File: src/verilog/pwmcc_regs.vh
// Register map, field positions and reset values of the PWM channel core.
// Assumes a 32-bit APB slave with word-aligned byte addresses.
`ifndef PWMCC_REGS_VH
`define PWMCC_REGS_VH
`define PWMCC_A_CLK      8'h00
`define PWMCC_A_ENA      8'h04
`define PWMCC_A_SYNC     8'h08
`define PWMCC_A_OVR      8'h0C
`define PWMCC_A_FAULT_POLARITY     8'h10
`define PWMCC_A_FVAL     8'h14
`define PWMCC_A_EVT      8'h18
`define PWMCC_A_FSTAT    8'h1C
`define PWMCC_A_CH_BASE  8'h20
`define PWMCC_A_CH_END   8'h5F
`define PWMCC_A_CNT_BASE 8'h60
`define PWMCC_A_CNT_END  8'h6F
`define PWMCC_CH_MODE    2'h0
`define PWMCC_CH_PERIOD  2'h1
`define PWMCC_CH_DUTY    2'h2
`define PWMCC_CH_DEAD    2'h3
`define PWMCC_FAULT_POLARITY_RST   8'h03
`define PWMCC_SEL_A      4'hB
`define PWMCC_SEL_B      4'hC
`define PWMCC_M_CENTER   8
`define PWMCC_M_POL      9
`define PWMCC_M_CES      10
`define PWMCC_M_DTE      16
`endif

File: src/verilog/pwmcc_top.v
// Four-channel PWM core: clock generator, channel counters, comparators,
// dead-time, override and fault forcing, with an APB register slave.
// Assumes all inputs synchronous to core_clk; clk_en models peripheral gating.
// Notes on behaviour
// RULE1 - Prescaler gives clock divided by 1 through 1024, eleven taps.
// RULE2 - Two separate linear dividers, ratios 1 to 255.
// RULE3 - Each divider divides its selected prescaler tap by its ratio.
// RULE4 - Divider fields reset to zero; ratio zero stops that clock.
// RULE5 - At reset or clock gated, only undivided tap is active. When gated, pre_tick[0] follows clk_en low, so no tap is active.
// RULE6 - Thirteen clocks; each channel picks one, select resets to zero.
// RULE7 - Each channel has a 16-bit counter stepped by its clock.
// RULE8 - Sync bit makes comparator use channel 0 counter.
// RULE9 - Fault forcing overrides everything: 0, 1 or released pin.
// RULE10 - Override forces both channel outputs after the dead-time stage.
// RULE11 - Comparator checks counter against period and duty continuously.
// RULE12 - Left-aligned default: count up to period then restart.
// RULE13 - Center-aligned: up to period then down to 0, double period.
// RULE14 - Polarity bit is the level at period start; reset gives low.
// RULE15 - Start level held for duty clock periods, opposite level afterwards.
// RULE16 - Fixed low at duty=period pol 0, or duty=0 pol 1.
// RULE17 - Fixed high when enabled at duty=0 pol 0, or duty=period pol 1.
// RULE18 - Software sets polarity before enabling and keeps it while running.
// RULE19 - Event at period end; center also at half when half-select set.
// RULE20 - Fault 0 oscillator, 1 converter, 2-7 pins; internal ones active high.
// RULE21 - Gating the clock freezes state; operation resumes where it stopped.
// RULE22 - Software enables the peripheral clock before use.
// RULE23 - Dead-time stage makes complementary outputs with delayed rising edges.
// RULE24 - Divided clocks are single-cycle enables in the core clock domain.
// RULE25 - Center mode output symmetric: same level up and down per value.
//
// Our own choices: the APB register port and the register addresses.
`include "pwmcc_regs.vh"
`timescale 1ns/1ns
`default_nettype none
module pwmcc_top #(
   parameter CH   = 4,
   parameter CW   = 16,
   parameter NF   = 8,
   parameter DTW  = 12,
   parameter PSW  = 10
) (
   input  wire          core_clk,
   input  wire          rst,
   input  wire          clk_en,
   input  wire          psel,
   input  wire          penable,
   input  wire          pwrite,
   input  wire [7:0]    paddr,
   input  wire [31:0]   pwdata,
   output wire          pready,
   output reg  [31:0]   prdata,
   output reg           pslverr,
   input  wire [NF-1:0] fault_in,
   output wire [CH-1:0] compare_out,
   output wire [CH-1:0] counter_event,
   output reg  [CH-1:0] pin_high_side,
   output reg  [CH-1:0] pin_high_side_oe,
   output reg  [CH-1:0] pin_low_side,
   output reg  [CH-1:0] pin_low_side_oe
);
   // Bus slave: one wait state, so read data always comes from a flop
   reg            ready_reg;
   wire           acc = psel & penable & clk_en;
   wire           wr  = acc & ready_reg & pwrite;
   assign pready = ready_reg;

   reg [7:0]      divider_a_ratio;
   reg [3:0]      divider_a_source;
   reg [7:0]      divider_b_ratio;
   reg [3:0]      divider_b_source;
   reg [CH-1:0]   enable_reg;
   reg [CH-1:0]   sync_follow_bit;
   reg [CH-1:0]   ovr_sel_reg;
   reg [CH-1:0]   ovr_hi_reg;
   reg [CH-1:0]   ovr_lo_reg;
   reg [NF-1:0]   fault_polarity;
   reg [4*CH-1:0] fault_val_reg;
   reg [CH-1:0]   evt_reg;
   reg [31:0]     mode_mem   [0:CH-1];
   reg [CW-1:0]   period_mem [0:CH-1];
   reg [CW-1:0]   duty_mem   [0:CH-1];
   reg [31:0]     dead_mem   [0:CH-1];
   wire [CW*CH-1:0] cnt_all;
   wire [CH-1:0]    evt_pulse;
   wire [NF-1:0]    fault_act;
   integer        i;

   wire       in_ch  = paddr >= `PWMCC_A_CH_BASE && paddr <= `PWMCC_A_CH_END;
   wire       in_cnt = paddr >= `PWMCC_A_CNT_BASE && paddr <= `PWMCC_A_CNT_END;
   wire [7:0] ch_off = paddr - `PWMCC_A_CH_BASE;
   wire [1:0] ch_idx = ch_off[5:4];
   wire [1:0] ch_reg = ch_off[3:2];
   wire [1:0] cn_idx = paddr[3:2];
   reg  [31:0] rd_next;
   reg         err_next;

   always @* begin
      rd_next  = 32'h0000_0000;
      err_next = 1'b0;
      case (paddr)
         `PWMCC_A_CLK:   rd_next = {4'h0, divider_b_source, divider_b_ratio,
                                    4'h0, divider_a_source, divider_a_ratio};
         `PWMCC_A_ENA:   rd_next[CH-1:0] = enable_reg;
         `PWMCC_A_SYNC:  rd_next[CH-1:0] = sync_follow_bit;
         `PWMCC_A_OVR:   rd_next[3*CH-1:0] = {ovr_lo_reg, ovr_hi_reg, ovr_sel_reg};
         `PWMCC_A_FAULT_POLARITY:  rd_next[NF-1:0] = fault_polarity;
         `PWMCC_A_FVAL:  rd_next[4*CH-1:0] = fault_val_reg;
         `PWMCC_A_EVT:   rd_next[CH-1:0] = evt_reg;
         `PWMCC_A_FSTAT: rd_next[2*NF-1:0] = {fault_act, fault_in};
         default: begin
            if (in_ch) begin
               case (ch_reg)
                  `PWMCC_CH_MODE:   rd_next = mode_mem[ch_idx];
                  `PWMCC_CH_PERIOD: rd_next[CW-1:0] = period_mem[ch_idx];
                  `PWMCC_CH_DUTY:   rd_next[CW-1:0] = duty_mem[ch_idx];
                  default:          rd_next = dead_mem[ch_idx];
               endcase
            end else if (in_cnt) begin
               rd_next[CW-1:0] = cnt_all[cn_idx*CW +: CW];
            end else begin
               err_next = 1'b1;
            end
         end
      endcase
   end

   always @(posedge core_clk or posedge rst) begin
      if (rst) begin
         ready_reg        <= 1'b0;
         prdata           <= 32'h0000_0000;
         pslverr          <= 1'b0;
         divider_a_ratio  <= 8'h00; // RULE4
         divider_a_source <= 4'h0; // RULE4
         divider_b_ratio  <= 8'h00; // RULE4
         divider_b_source <= 4'h0; // RULE4
         enable_reg       <= {CH{1'b0}};
         sync_follow_bit  <= {CH{1'b0}};
         ovr_sel_reg      <= {CH{1'b0}};
         ovr_hi_reg       <= {CH{1'b0}};
         ovr_lo_reg       <= {CH{1'b0}};
         fault_polarity   <= `PWMCC_FAULT_POLARITY_RST; // RULE20
         fault_val_reg    <= {4*CH{1'b0}};
         evt_reg          <= {CH{1'b0}};
         for (i = 0; i < CH; i = i + 1) begin
            mode_mem[i]   <= 32'h0000_0000; // RULE6 RULE14
            period_mem[i] <= {CW{1'b0}};
            duty_mem[i]   <= {CW{1'b0}};
            dead_mem[i]   <= 32'h0000_0000;
         end
      end else if (clk_en) begin // RULE21
         ready_reg <= acc & ~ready_reg;
         // Error flag stands only while pready does
         pslverr   <= acc & ~ready_reg & err_next;
         if (acc & ~ready_reg)
            prdata <= pwrite ? 32'h0000_0000 : rd_next;
         // Set beats a same-cycle write-one clear
         evt_reg <= (evt_reg & ~((wr && paddr == `PWMCC_A_EVT) ?
                     pwdata[CH-1:0] : {CH{1'b0}})) | evt_pulse;
         if (wr) begin
            case (paddr)
               `PWMCC_A_CLK: begin
                  divider_a_ratio  <= pwdata[7:0];
                  divider_a_source <= pwdata[11:8];
                  divider_b_ratio  <= pwdata[23:16];
                  divider_b_source <= pwdata[27:24];
               end
               `PWMCC_A_ENA:  enable_reg <= pwdata[CH-1:0];
               `PWMCC_A_SYNC: sync_follow_bit <= pwdata[CH-1:0];
               `PWMCC_A_OVR: begin
                  ovr_sel_reg <= pwdata[CH-1:0];
                  ovr_hi_reg  <= pwdata[2*CH-1:CH];
                  ovr_lo_reg  <= pwdata[3*CH-1:2*CH];
               end
               `PWMCC_A_FAULT_POLARITY: fault_polarity <= pwdata[NF-1:0];
               `PWMCC_A_FVAL: fault_val_reg <= pwdata[4*CH-1:0];
               default: begin
                  if (in_ch) begin
                     case (ch_reg)
                        `PWMCC_CH_MODE:   mode_mem[ch_idx] <= pwdata;
                        `PWMCC_CH_PERIOD: period_mem[ch_idx] <= pwdata[CW-1:0];
                        `PWMCC_CH_DUTY:   duty_mem[ch_idx] <= pwdata[CW-1:0];
                        default:          dead_mem[ch_idx] <= pwdata;
                     endcase
                  end
               end
            endcase
         end
      end
   end

   // Clock generator: every divided clock is a one-cycle enable
   reg  [PSW-1:0] pre_cnt_reg;
   wire [PSW:0]   pre_tick;
   genvar g;
   assign pre_tick[0] = clk_en; // RULE1 RULE5
   generate
      for (g = 1; g <= PSW; g = g + 1) begin : gen_pre
         assign pre_tick[g] = clk_en & (&pre_cnt_reg[g-1:0]); // RULE1 RULE24
      end
   endgenerate

   always @(posedge core_clk or posedge rst) begin
      if (rst)
         pre_cnt_reg <= {PSW{1'b0}}; // RULE5
      else if (clk_en)
         pre_cnt_reg <= pre_cnt_reg + 1'b1;
   end

   reg [7:0] div_a_cnt_reg;
   reg [7:0] div_b_cnt_reg;
   wire src_a = divider_a_source <= PSW ? pre_tick[divider_a_source] : 1'b0; // RULE3
   wire src_b = divider_b_source <= PSW ? pre_tick[divider_b_source] : 1'b0; // RULE3
   wire hit_a = src_a && div_a_cnt_reg >= divider_a_ratio - 8'h01;
   wire hit_b = src_b && div_b_cnt_reg >= divider_b_ratio - 8'h01;
   wire divided_clock_a = hit_a && divider_a_ratio != 8'h00; // RULE2 RULE4
   wire divided_clock_b = hit_b && divider_b_ratio != 8'h00; // RULE2 RULE4

   always @(posedge core_clk or posedge rst) begin
      if (rst) begin
         div_a_cnt_reg <= 8'h00;
         div_b_cnt_reg <= 8'h00;
      end else if (clk_en) begin
         if (divider_a_ratio == 8'h00 || hit_a)
            div_a_cnt_reg <= 8'h00; // RULE2
         else if (src_a)
            div_a_cnt_reg <= div_a_cnt_reg + 8'h01;
         if (divider_b_ratio == 8'h00 || hit_b)
            div_b_cnt_reg <= 8'h00; // RULE2
         else if (src_b)
            div_b_cnt_reg <= div_b_cnt_reg + 8'h01;
      end
   end

   wire [12:0] clk_set = {divided_clock_b, divided_clock_a, pre_tick}; // RULE6

   // Level-mode fault detection on each input
   assign fault_act = ~(fault_in ^ fault_polarity); // RULE20

   // Channels
   generate
      for (g = 0; g < CH; g = g + 1) begin : gen_ch
         wire [31:0]   mode   = mode_mem[g];
         wire [CW-1:0] period = period_mem[g];
         wire [CW-1:0] duty   = duty_mem[g];
         wire [31:0]   dead   = dead_mem[g];
         wire          center = mode[`PWMCC_M_CENTER];
         wire          pol    = mode[`PWMCC_M_POL];
         wire          event_half_select    = mode[`PWMCC_M_CES];
         wire          dte    = mode[`PWMCC_M_DTE];
         wire [3:0]    sel    = mode[3:0];
         wire          tick   = sel <= `PWMCC_SEL_B ? clk_set[sel] : 1'b0; // RULE6
         // Sync channels also use channel 0's fault enables
         wire [NF-1:0] fen    = sync_follow_bit[g] ? mode_mem[0][31:24] : mode[31:24];
         wire          fault  = enable_reg[g] & |(fault_act & fen); // RULE9
         reg  [CW-1:0] cnt_reg;
         reg           down_reg;
         reg           oc_reg;
         reg           oc_d_reg;
         reg  [DTW-1:0] dt_reg;
         reg           dth_reg;
         reg           dtl_reg;
         reg           evt_reg_c;
         wire [CW-1:0] cmp_cnt = sync_follow_bit[g] ? cnt_all[CW-1:0] : cnt_reg; // RULE8
         wire          top  = cnt_reg >= period;
         wire          lend = cnt_reg >= period - 1'b1;
         reg           oc_next;
         reg           ev_next;
         assign cnt_all[g*CW +: CW] = cnt_reg;
         assign compare_out[g]   = oc_reg;
         assign counter_event[g] = evt_reg_c;
         assign evt_pulse[g]     = evt_reg_c;

         always @* begin
            ev_next = 1'b0;
            if (enable_reg[g] && tick) begin
               if (!center)
                  ev_next = lend || period == {CW{1'b0}}; // RULE19
               else if (down_reg)
                  ev_next = cnt_reg <= {{CW-1{1'b0}}, 1'b1}; // RULE19
               else
                  // Half event on the tick that reaches the top, mirroring the end event
                  ev_next = event_half_select && cnt_reg == period - 1'b1; // RULE19
            end
            // Symmetric compare: level depends only on the count value
            if (!enable_reg[g])
               oc_next = 1'b0;
            else if (duty >= period)
               oc_next = pol; // RULE16 RULE17
            else if (duty == {CW{1'b0}})
               oc_next = ~pol; // RULE16 RULE17
            else
               oc_next = cmp_cnt < duty ? pol : ~pol; // RULE11 RULE14 RULE15 RULE25
         end

         always @(posedge core_clk or posedge rst) begin
            if (rst) begin
               cnt_reg   <= {CW{1'b0}};
               down_reg  <= 1'b0;
               oc_reg    <= 1'b0;
               oc_d_reg  <= 1'b0;
               dt_reg    <= {DTW{1'b0}};
               dth_reg   <= 1'b0;
               dtl_reg   <= 1'b0;
               evt_reg_c <= 1'b0;
            end else if (clk_en) begin // RULE21
               oc_reg    <= oc_next;
               oc_d_reg  <= oc_reg;
               evt_reg_c <= ev_next;
               if (!enable_reg[g] || fault) begin
                  cnt_reg  <= {CW{1'b0}}; // RULE9
                  down_reg <= 1'b0;
               end else if (tick) begin // RULE7
                  if (!center) begin
                     if (lend || period == {CW{1'b0}})
                        cnt_reg <= {CW{1'b0}}; // RULE12
                     else
                        cnt_reg <= cnt_reg + 1'b1;
                  end else if (!down_reg) begin
                     if (top) begin
                        down_reg <= 1'b1; // RULE13
                        cnt_reg  <= cnt_reg - 1'b1;
                     end else
                        cnt_reg <= cnt_reg + 1'b1;
                  end else if (cnt_reg <= {{CW-1{1'b0}}, 1'b1}) begin
                     down_reg <= 1'b0; // RULE13
                     cnt_reg  <= {CW{1'b0}};
                  end else
                     cnt_reg <= cnt_reg - 1'b1;
               end
               // Dead-time: each side rises only after its own delay
               if (oc_reg != oc_d_reg) begin
                  dt_reg  <= oc_reg ? dead[DTW-1:0] : dead[16 +: DTW]; // RULE23
                  dth_reg <= 1'b0;
                  dtl_reg <= 1'b0;
               end else if (dt_reg != {DTW{1'b0}}) begin
                  if (tick)
                     dt_reg <= dt_reg - 1'b1;
               end else begin
                  dth_reg <= oc_reg; // RULE23
                  dtl_reg <= ~oc_reg;
               end
            end
         end

         wire deadtime_high_out = dte ? dth_reg : oc_reg;
         wire deadtime_low_out  = dte ? dtl_reg : ~oc_reg;
         wire override_high_out = ovr_sel_reg[g] ? ovr_hi_reg[g] : deadtime_high_out; // RULE10
         wire override_low_out  = ovr_sel_reg[g] ? ovr_lo_reg[g] : deadtime_low_out; // RULE10

         always @(posedge core_clk or posedge rst) begin
            if (rst) begin
               pin_high_side[g]    <= 1'b0;
               pin_low_side[g]     <= 1'b0;
               pin_high_side_oe[g] <= 1'b1;
               pin_low_side_oe[g]  <= 1'b1;
            end else if (clk_en) begin
               if (fault) begin
                  pin_high_side[g]    <= fault_val_reg[g]; // RULE9
                  pin_low_side[g]     <= fault_val_reg[CH+g];
                  pin_high_side_oe[g] <= ~fault_val_reg[2*CH+g];
                  pin_low_side_oe[g]  <= ~fault_val_reg[3*CH+g];
               end else begin
                  pin_high_side[g]    <= override_high_out;
                  pin_low_side[g]     <= override_low_out;
                  pin_high_side_oe[g] <= 1'b1;
                  pin_low_side_oe[g]  <= 1'b1;
               end
            end
         end
      end
   endgenerate
endmodule
`default_nettype wire

File: config.mk
export PLATFORM = sky130hd
export DESIGN_NAME = pwmcc_top
export DESIGN_NICKNAME = d
export VERILOG_FILES = /design/src/verilog/pwmcc_top.v
export VERILOG_INCLUDE_DIRS = /design/src /design/src/verilog
export SDC_FILE = /design/constraint.sdc
export NUM_CORES = 2
export LEC_CHECK = 0
export ABC_AREA = 1
export BUFFER_PORTS_ARGS = -buffer_cell sky130_fd_sc_hd__clkbuf_2
export CAP_MARGIN = 20
export CORE_UTILIZATION = 30
export CTS_CLUSTER_SIZE = 10
export DETAILED_ROUTE_END_ITERATION = 10
export PLACE_DENSITY = 0.47
export SKIP_CTS_REPAIR_TIMING = 1
export SYNTH_ARGS = -nofsm -noshare
export SYNTH_HDL_FRONTEND = slang
export SYNTH_SLANG_ARGS = --single-unit
export TNS_END_PERCENT = 10
File: constraint.sdc
create_clock -name core_clk -period 25.9 [get_ports core_clk]
set_input_delay 2.59 -clock core_clk [delete_from_list [all_inputs] [get_ports core_clk]]
set_output_delay 2.59 -clock core_clk [all_outputs]
set_load 0.02 [all_outputs]
* Word-level counts from Yosys, hierarchy flattened
Cells that the tools add are included.
Storage, ports and cells: flip-flop bits (word level) 668, input port bits 54, output and inout bits 58, logic and storage cells 538
Operators by class: add/sub/neg operators 22, magnitude comparators 40, eq/ne operators 21, shift-type cells 1, multiplexer cells 207, bitwise operators 49, reductions and logical operators 116
Operators with widths (count):
- $mux 16 | 39
- $bwmux 128 | 2
- $ge 16x16->1 | 12
- $mux 12 | 16
- $mux 32 | 6
- $bmux 32 s2 | 2
- $bwmux 64 | 2
- $logic_not 16->1 | 8
- $sub 16x1->16 const B | 8
- $mux 1 | 115
- $add 16x1->16 const B | 4
- $bmux 16 s2 | 2
- $demux 32 s2 | 1
- $eq 16x16->1 | 4
- $le 16x1->1 const B | 4
- $lt 16x16->1 | 4
- $pmux 16 s2 | 2
- $shiftx 64x7->16 | 1
- $mux 8 | 7
- $pmux 16 s3 | 1
- $reduce_bool 12->1 | 4
- $sub 12x1->12 const B | 4
- $reduce_and 3->1 | 15
- $reduce_or 8->1 | 5
- other kinds (55) | 188

* Logic depth before layout (Yosys ltp)
depth after elaboration 13, gate-level depth with buffers 26, depth with buffers taken out 26

* Least setup slack after synthesis
Ideal clock, no wire load.
path kind input-to-reg, from in clk_en, to reg gen_ch[3].dt_reg[3], library setup time 117 ps, arrival time 4158 ps, data required time 25783 ps, path slack 21625 ps, stages on the path 12, buffers on the path 3, cell sequence buf_6 > buf_6 > inv_2 > nor2_1 > a221oi_1 > o21ai_0 > or3b_1 > nand3_1 > nand3_1 > buf_2 > nand2_1 > nand2_1
On the way: cells in the longest elaborated chain, start to end 11, elaborated cells on any way between the ends 25, those cells by class 9 x mux; 10 x bitwise; 6 x reduce/logical
Ends and longest elaborated chain:
- start: declaration | line pwmcc_top.v:44 | input wire clk_en,
- $and 1x1->1 | line pwmcc_top.v:198 | assign pre_tick[g] = clk_en & (&pre_cnt_reg[g-1:0]);
- $bmux 1 s4, on equally long branches | line pwmcc_top.v:211, pwmcc_top.v:212
- $mux 1, on equally long branches (2 in series) | line pwmcc_top.v:211, pwmcc_top.v:212
- $logic_and 1x1->1, on equally long branches | line pwmcc_top.v:213, pwmcc_top.v:214
- $logic_and 1x1->1, on equally long branches | line pwmcc_top.v:215, pwmcc_top.v:216
- $bmux 1 s4 | line pwmcc_top.v:251 | wire tick = sel <= `PWMCC_SEL_B ? clk_set[sel] : 1'b0;
- $mux 1 (implied by the code) | line pwmcc_top.v:251
- $mux 1 | line pwmcc_top.v:251
- $reduce_bool 2->1 (no line)
- $reduce_and 3->1 (no line) *
- end signal: assignment | line pwmcc_top.v:301 | dt_reg <= {DTW{1'b0}};
- end signal: assignment | line pwmcc_top.v:332 | dt_reg <= oc_reg ? dead[DTW-1:0] : dead[16 +: DTW];
- end signal: assignment | line pwmcc_top.v:337 | dt_reg <= dt_reg - 1'b1;
- end: declaration | line pwmcc_top.v:259 | reg [DTW-1:0] dt_reg;
Mark *: on every way between the ends. The rest lies on a longest branch, timed or not. The select of a mux whose other input is x is not followed. A chain may end at the register's enable or synchronous reset.

* Worst setup path in the final report
from in paddr[5], to reg prdata[9]
On the way: cells in the longest elaborated chain, start to end 9, elaborated cells on any way between the ends 34, those cells by class 1 x add/sub; 4 x order compare; 7 x eq/ne; 17 x mux; 1 x bitwise; 4 x reduce/logical
Ends and longest elaborated chain:
- start: declaration | line pwmcc_top.v:48 | input wire [7:0] paddr,
- $sub 6x6->6 (no line)
- $not 2->3 (implied by the code)
- $bmux 32 s2, or another cell as far along | line pwmcc_top.v:116 | default: rd_next = dead_mem[ch_idx];
- $mux 32 (implied by the code), or another cell as far along (2 in series) | line pwmcc_top.v:116
- $pmux 16 s3 | line pwmcc_top.v:112 | case (ch_reg)
- $mux 16 | line pwmcc_top.v:111 | if (in_ch) begin
- $pmux 4 s5 * | line pwmcc_top.v:100 | case (paddr)
- $mux 32 * | line pwmcc_top.v:155 | prdata <= pwrite ? 32'h0000_0000 : rd_next;
- end signal: assignment | line pwmcc_top.v:155
- end: declaration | line pwmcc_top.v:51 | output reg [31:0] prdata,
Marked as above.

==> flow_metrics.tcl <==
set metrics [dict create \
    power_leakage_uw 0.0230 \
    highest-signal-layer "met5" \
    final_nets 6289 \
    max_cap_violations 0 \
    grt_first_pass_wirelength_mm 287 \
    route.vias.total 43400 \
    timing.setup.critical_path_class "in -> reg" \
    worst-path-max-fanout 35 \
    fin_crit_ps 5860 \
    drt.antenna.violating_nets 0 \
    async_reset_ff_share_pct 100 \
    syn_area_um2 44700 \
    core_area_um2 148000 \
    route.met2.wl_mm 89.4 \
    fin_worst_skew_ps 43.3 \
    cpPeakStageDelay_ps 670 \
    r2r_start "gen_ch[1].period[0]$_DFFE_PP0P_" \
    holdPathEnd "pre_cnt_reg[5]$_DFFE_PP0P_" \
    maxSlewViolCount 0 \
    die_width_um 388 \
    inst_count_dp 7763 \
    timing.critical_path.buf_inv 5 \
    io-pin-count 112 \
    first_global_vias 40500 \
    final_min_period_over_clock_period_pct 22.6 \
    grt_use_total_pct 25.7 \
    tritoncts "built" \
    synth_enable_flop_cells 0 \
    synthesis.area_per_instance_um2 7.49 \
    hold_depth 1 \
    critical_path.cell_chain "clkbuf_2 > inv_1 > nand2_2 > buf_4 > nor2_1 > nand2_1 > inv_2 > nor2_1 > nand3_1 > inv_2 > nand2_1 > a32o_1" \
    worst_ir_drop_vdd_v 0.0000437 \
    ys.warnings.count 0 \
    clkLatencyLatePin_ps 730 \
    synth_cells 5964 \
    most-common-layout-cells "nand2_1 (1427), o21ai_0 (834), dfrtp_1 (658)" \
    portBuffers 111 \
    power_density_nw_per_um2 54.7 \
    dpl.hpwl_mm 142 \
    highest_achievable_clock_rate_mhz 171 \
    placement_rows 141 \
    slew_headroom_pct 13.3 \
    place.gp.congestion 0.951 \
    worst-endpoint-required_ps 26510 \
    rr_worst_depth 23 \
    setup-violations-final 0 \
    clk_transition_reported_paths_ps 60 \
    critical-path-top-delay-family "simple AND/OR/NAND/NOR gates" \
    route.final.wire_length_mm 197 \
    clock-root-buffer "clkbuf_16" \
    min-delay-start "pre_cnt_reg[5]$_DFFE_PP0P_" \
    final.setup.tns_ps 0 \
    grt_start_max_net_pins 159 \
    ys_seq_elements 668 \
    timing_worst_slew_pin_value_ps 1290 \
    initial_utilization_pct 30.2 \
    fraction_of_layout_instances_using_a_drive_strength_above_1_pct 7.29 \
    final_core_utilization_pct 33.6 \
    number_of_antenna_violations_at_the_first_check_in_global_routing 11 \
    design.die.area_um2 150000 \
    wire_per_inst_um 24.9 \
    detailedRoute.firstPassIterationCount 6 \
    met3_length_mm 13.1 \
    worst_r2r_endpoint "gen_ch[1].evt_reg_c$_DFFE_PP0P_" \
    grt_overflow_total 0 \
    synthDominantCellAreaShare_pct 36.9 \
    ys_dominant_reg_cell "dfrtp_1" \
    cts_sinks 668 \
    die_height_um 388 \
    maximum_clock_path_buffer_count 3 \
    layout.cells.non_filler 7912 \
    crit_path_start_kind "input port" \
    initialDrtViolationCount 4604 \
    synth_seq_area_share_pct 37.5 \
    critPathArrivalTime_ps 6470 \
    unrepaired_setup_endpoints_after_global_routing "no" \
    outcome "completed" \
    regToRegSetupSlack_ps 20970 \
    netlist_top_cells_area "dfrtp_1 (37%), nand2_1 (12%), o21ai_0 (9.3%), ha_1 (8.6%), inv_1 (4.7%)" \
    syn2layout_area_growth_pct 11.2 \
    netlist.top_cell.by_area "dfrtp_1" \
    setup.worst_path.end_class "flop" \
    hold_path.class "reg -> reg" \
    vias_per_cell 5.48 \
    distinct_cell_type_count_after_synthesis 66 \
    final_common_cell "nand2_1" \
    total_routed_wire_length_on_the_met1_layer_mm 86.3 \
    drt_drc_violations_left 0 \
    synth.net_count 6326 \
    finalHoldViolCount 0 \
    cts_inserted_buffers 85 \
    crit_slowest_cell "nand3_1" \
    h-tree-depth 3 \
]
kinds of logic after synthesis:
kind of cell    count (synthesis)  synth area share (%)
mux                             7                 0.177
buf+inv                       906                  8.04
compound gates               1585                  20.4
fa+ha+maj                     308                  8.63
xor+xnor                      179                  3.51
simple gates                 2311                  21.8
flops                         668                  37.5
through the flow:
| stage | power, uW | setup slack, ps | hold WS [ps] | cell area [um^2] |
|---|---|---|---|---|
| 6_report | 2720 | 20040 | 473 | 49600 |
| 3_3_place_gp | 1570 | 19460 | 461 | 46900 |
| 5_1_grt | 2830 | 19900 | 489 | 49600 |
| 2_1_floorplan | 1430 | 4600 | 442 | 44700 |
| 4_1_cts | 2740 | 20150 | 474 | 49500 |
| 3_5_place_dp | 1580 | 19390 | 464 | 46900 |
worst register-to-register path, cell delays in order, from the launching register on:
cell,delay [ps]
dfrtp_1,430
inv_1,200
nand3_1,150
nor3_1,300
nand2_1,150
inv_1,90
nand4_1,100
nor2_1,120
inv_1,60
nor2_1,160
nand3_1,110
xor2_1,150
inv_1,60
ha_1,300
nand4_1,140
nor2_1,80
nand3_1,120
o211ai_1,110
a211oi_1,770
nand2_1,510
nand2_1,290
nand2_1,150
nand2_1,150
o22ai_1,100
per-layer routing:
metal | track usage, % | vias up
met2 | 40.7 | 1717
met5 | 0 | -
li1 | - | 20200
met4 | 10.1 | 4
met1 | 35.4 | 21100
met3 | 3.27 | 338
how the worst max path moves through the flow:
stage | from | depth (start not counted) | slack [ps] | end
final | paddr[5] | 12 | 20040 | prdata[9]$_DFFE_PP0P_
after global routing | paddr[5] | 12 | 19900 | prdata[19]$_DFFE_PP0P_
after CTS | paddr[2] | 12 | 20150 | prdata[9]$_DFFE_PP0P_
after detailed placement | paddr[2] | 12 | 19390 | prdata[9]$_DFFE_PP0P_
after global placement | paddr[5] | 12 | 19460 | prdata[19]$_DFFE_PP0P_
after floorplan | rst | 1 | 4600 | div_a_cnt_reg[0]$_DFFE_PP0P_
cell type report:
cell class	instances	area (um^2)
flip-flops and latches	668	16700
inverters	583	2200
multi-input cells	4390	24400
fillers	15800	98000
clock inverters	19	253
well taps	1930	2410
clock buffers	120	2350
diodes	3	7.51
repair buffers	199	1320
cells in the mapped netlist, types with 11 or more instances:
library cell     n
buf_2           31
buf_6           14
o31ai_1         30
nand2_1       1430
or2_2           11
nand4_1         83
o21ai_1         21
nand2_2         13
o32ai_1         11
clkinv_1        12
o21ai_2         36
dfrtp_1        658
a221oi_1        24
buf_1           20
nor3_1         122
nor4_1          32
xor2_1         152
o2111ai_1       11
o22ai_1        172
clkbuf_1       245
a21oi_1        235
inv_1          563
nor2_1         293
a31oi_1         24
buf_4           12
a22oi_1         40
nand3_1        288
o211ai_1        60
o21ai_0        834
xnor2_1         27
a211oi_1        13
ha_1           308
power breakdown:
part,internal [uW],switching [uW]
Clock,635,519
Combinational,129,278
Sequential,1100,57.6
Total,1860,855
Power figures use the tool's default switching activity.
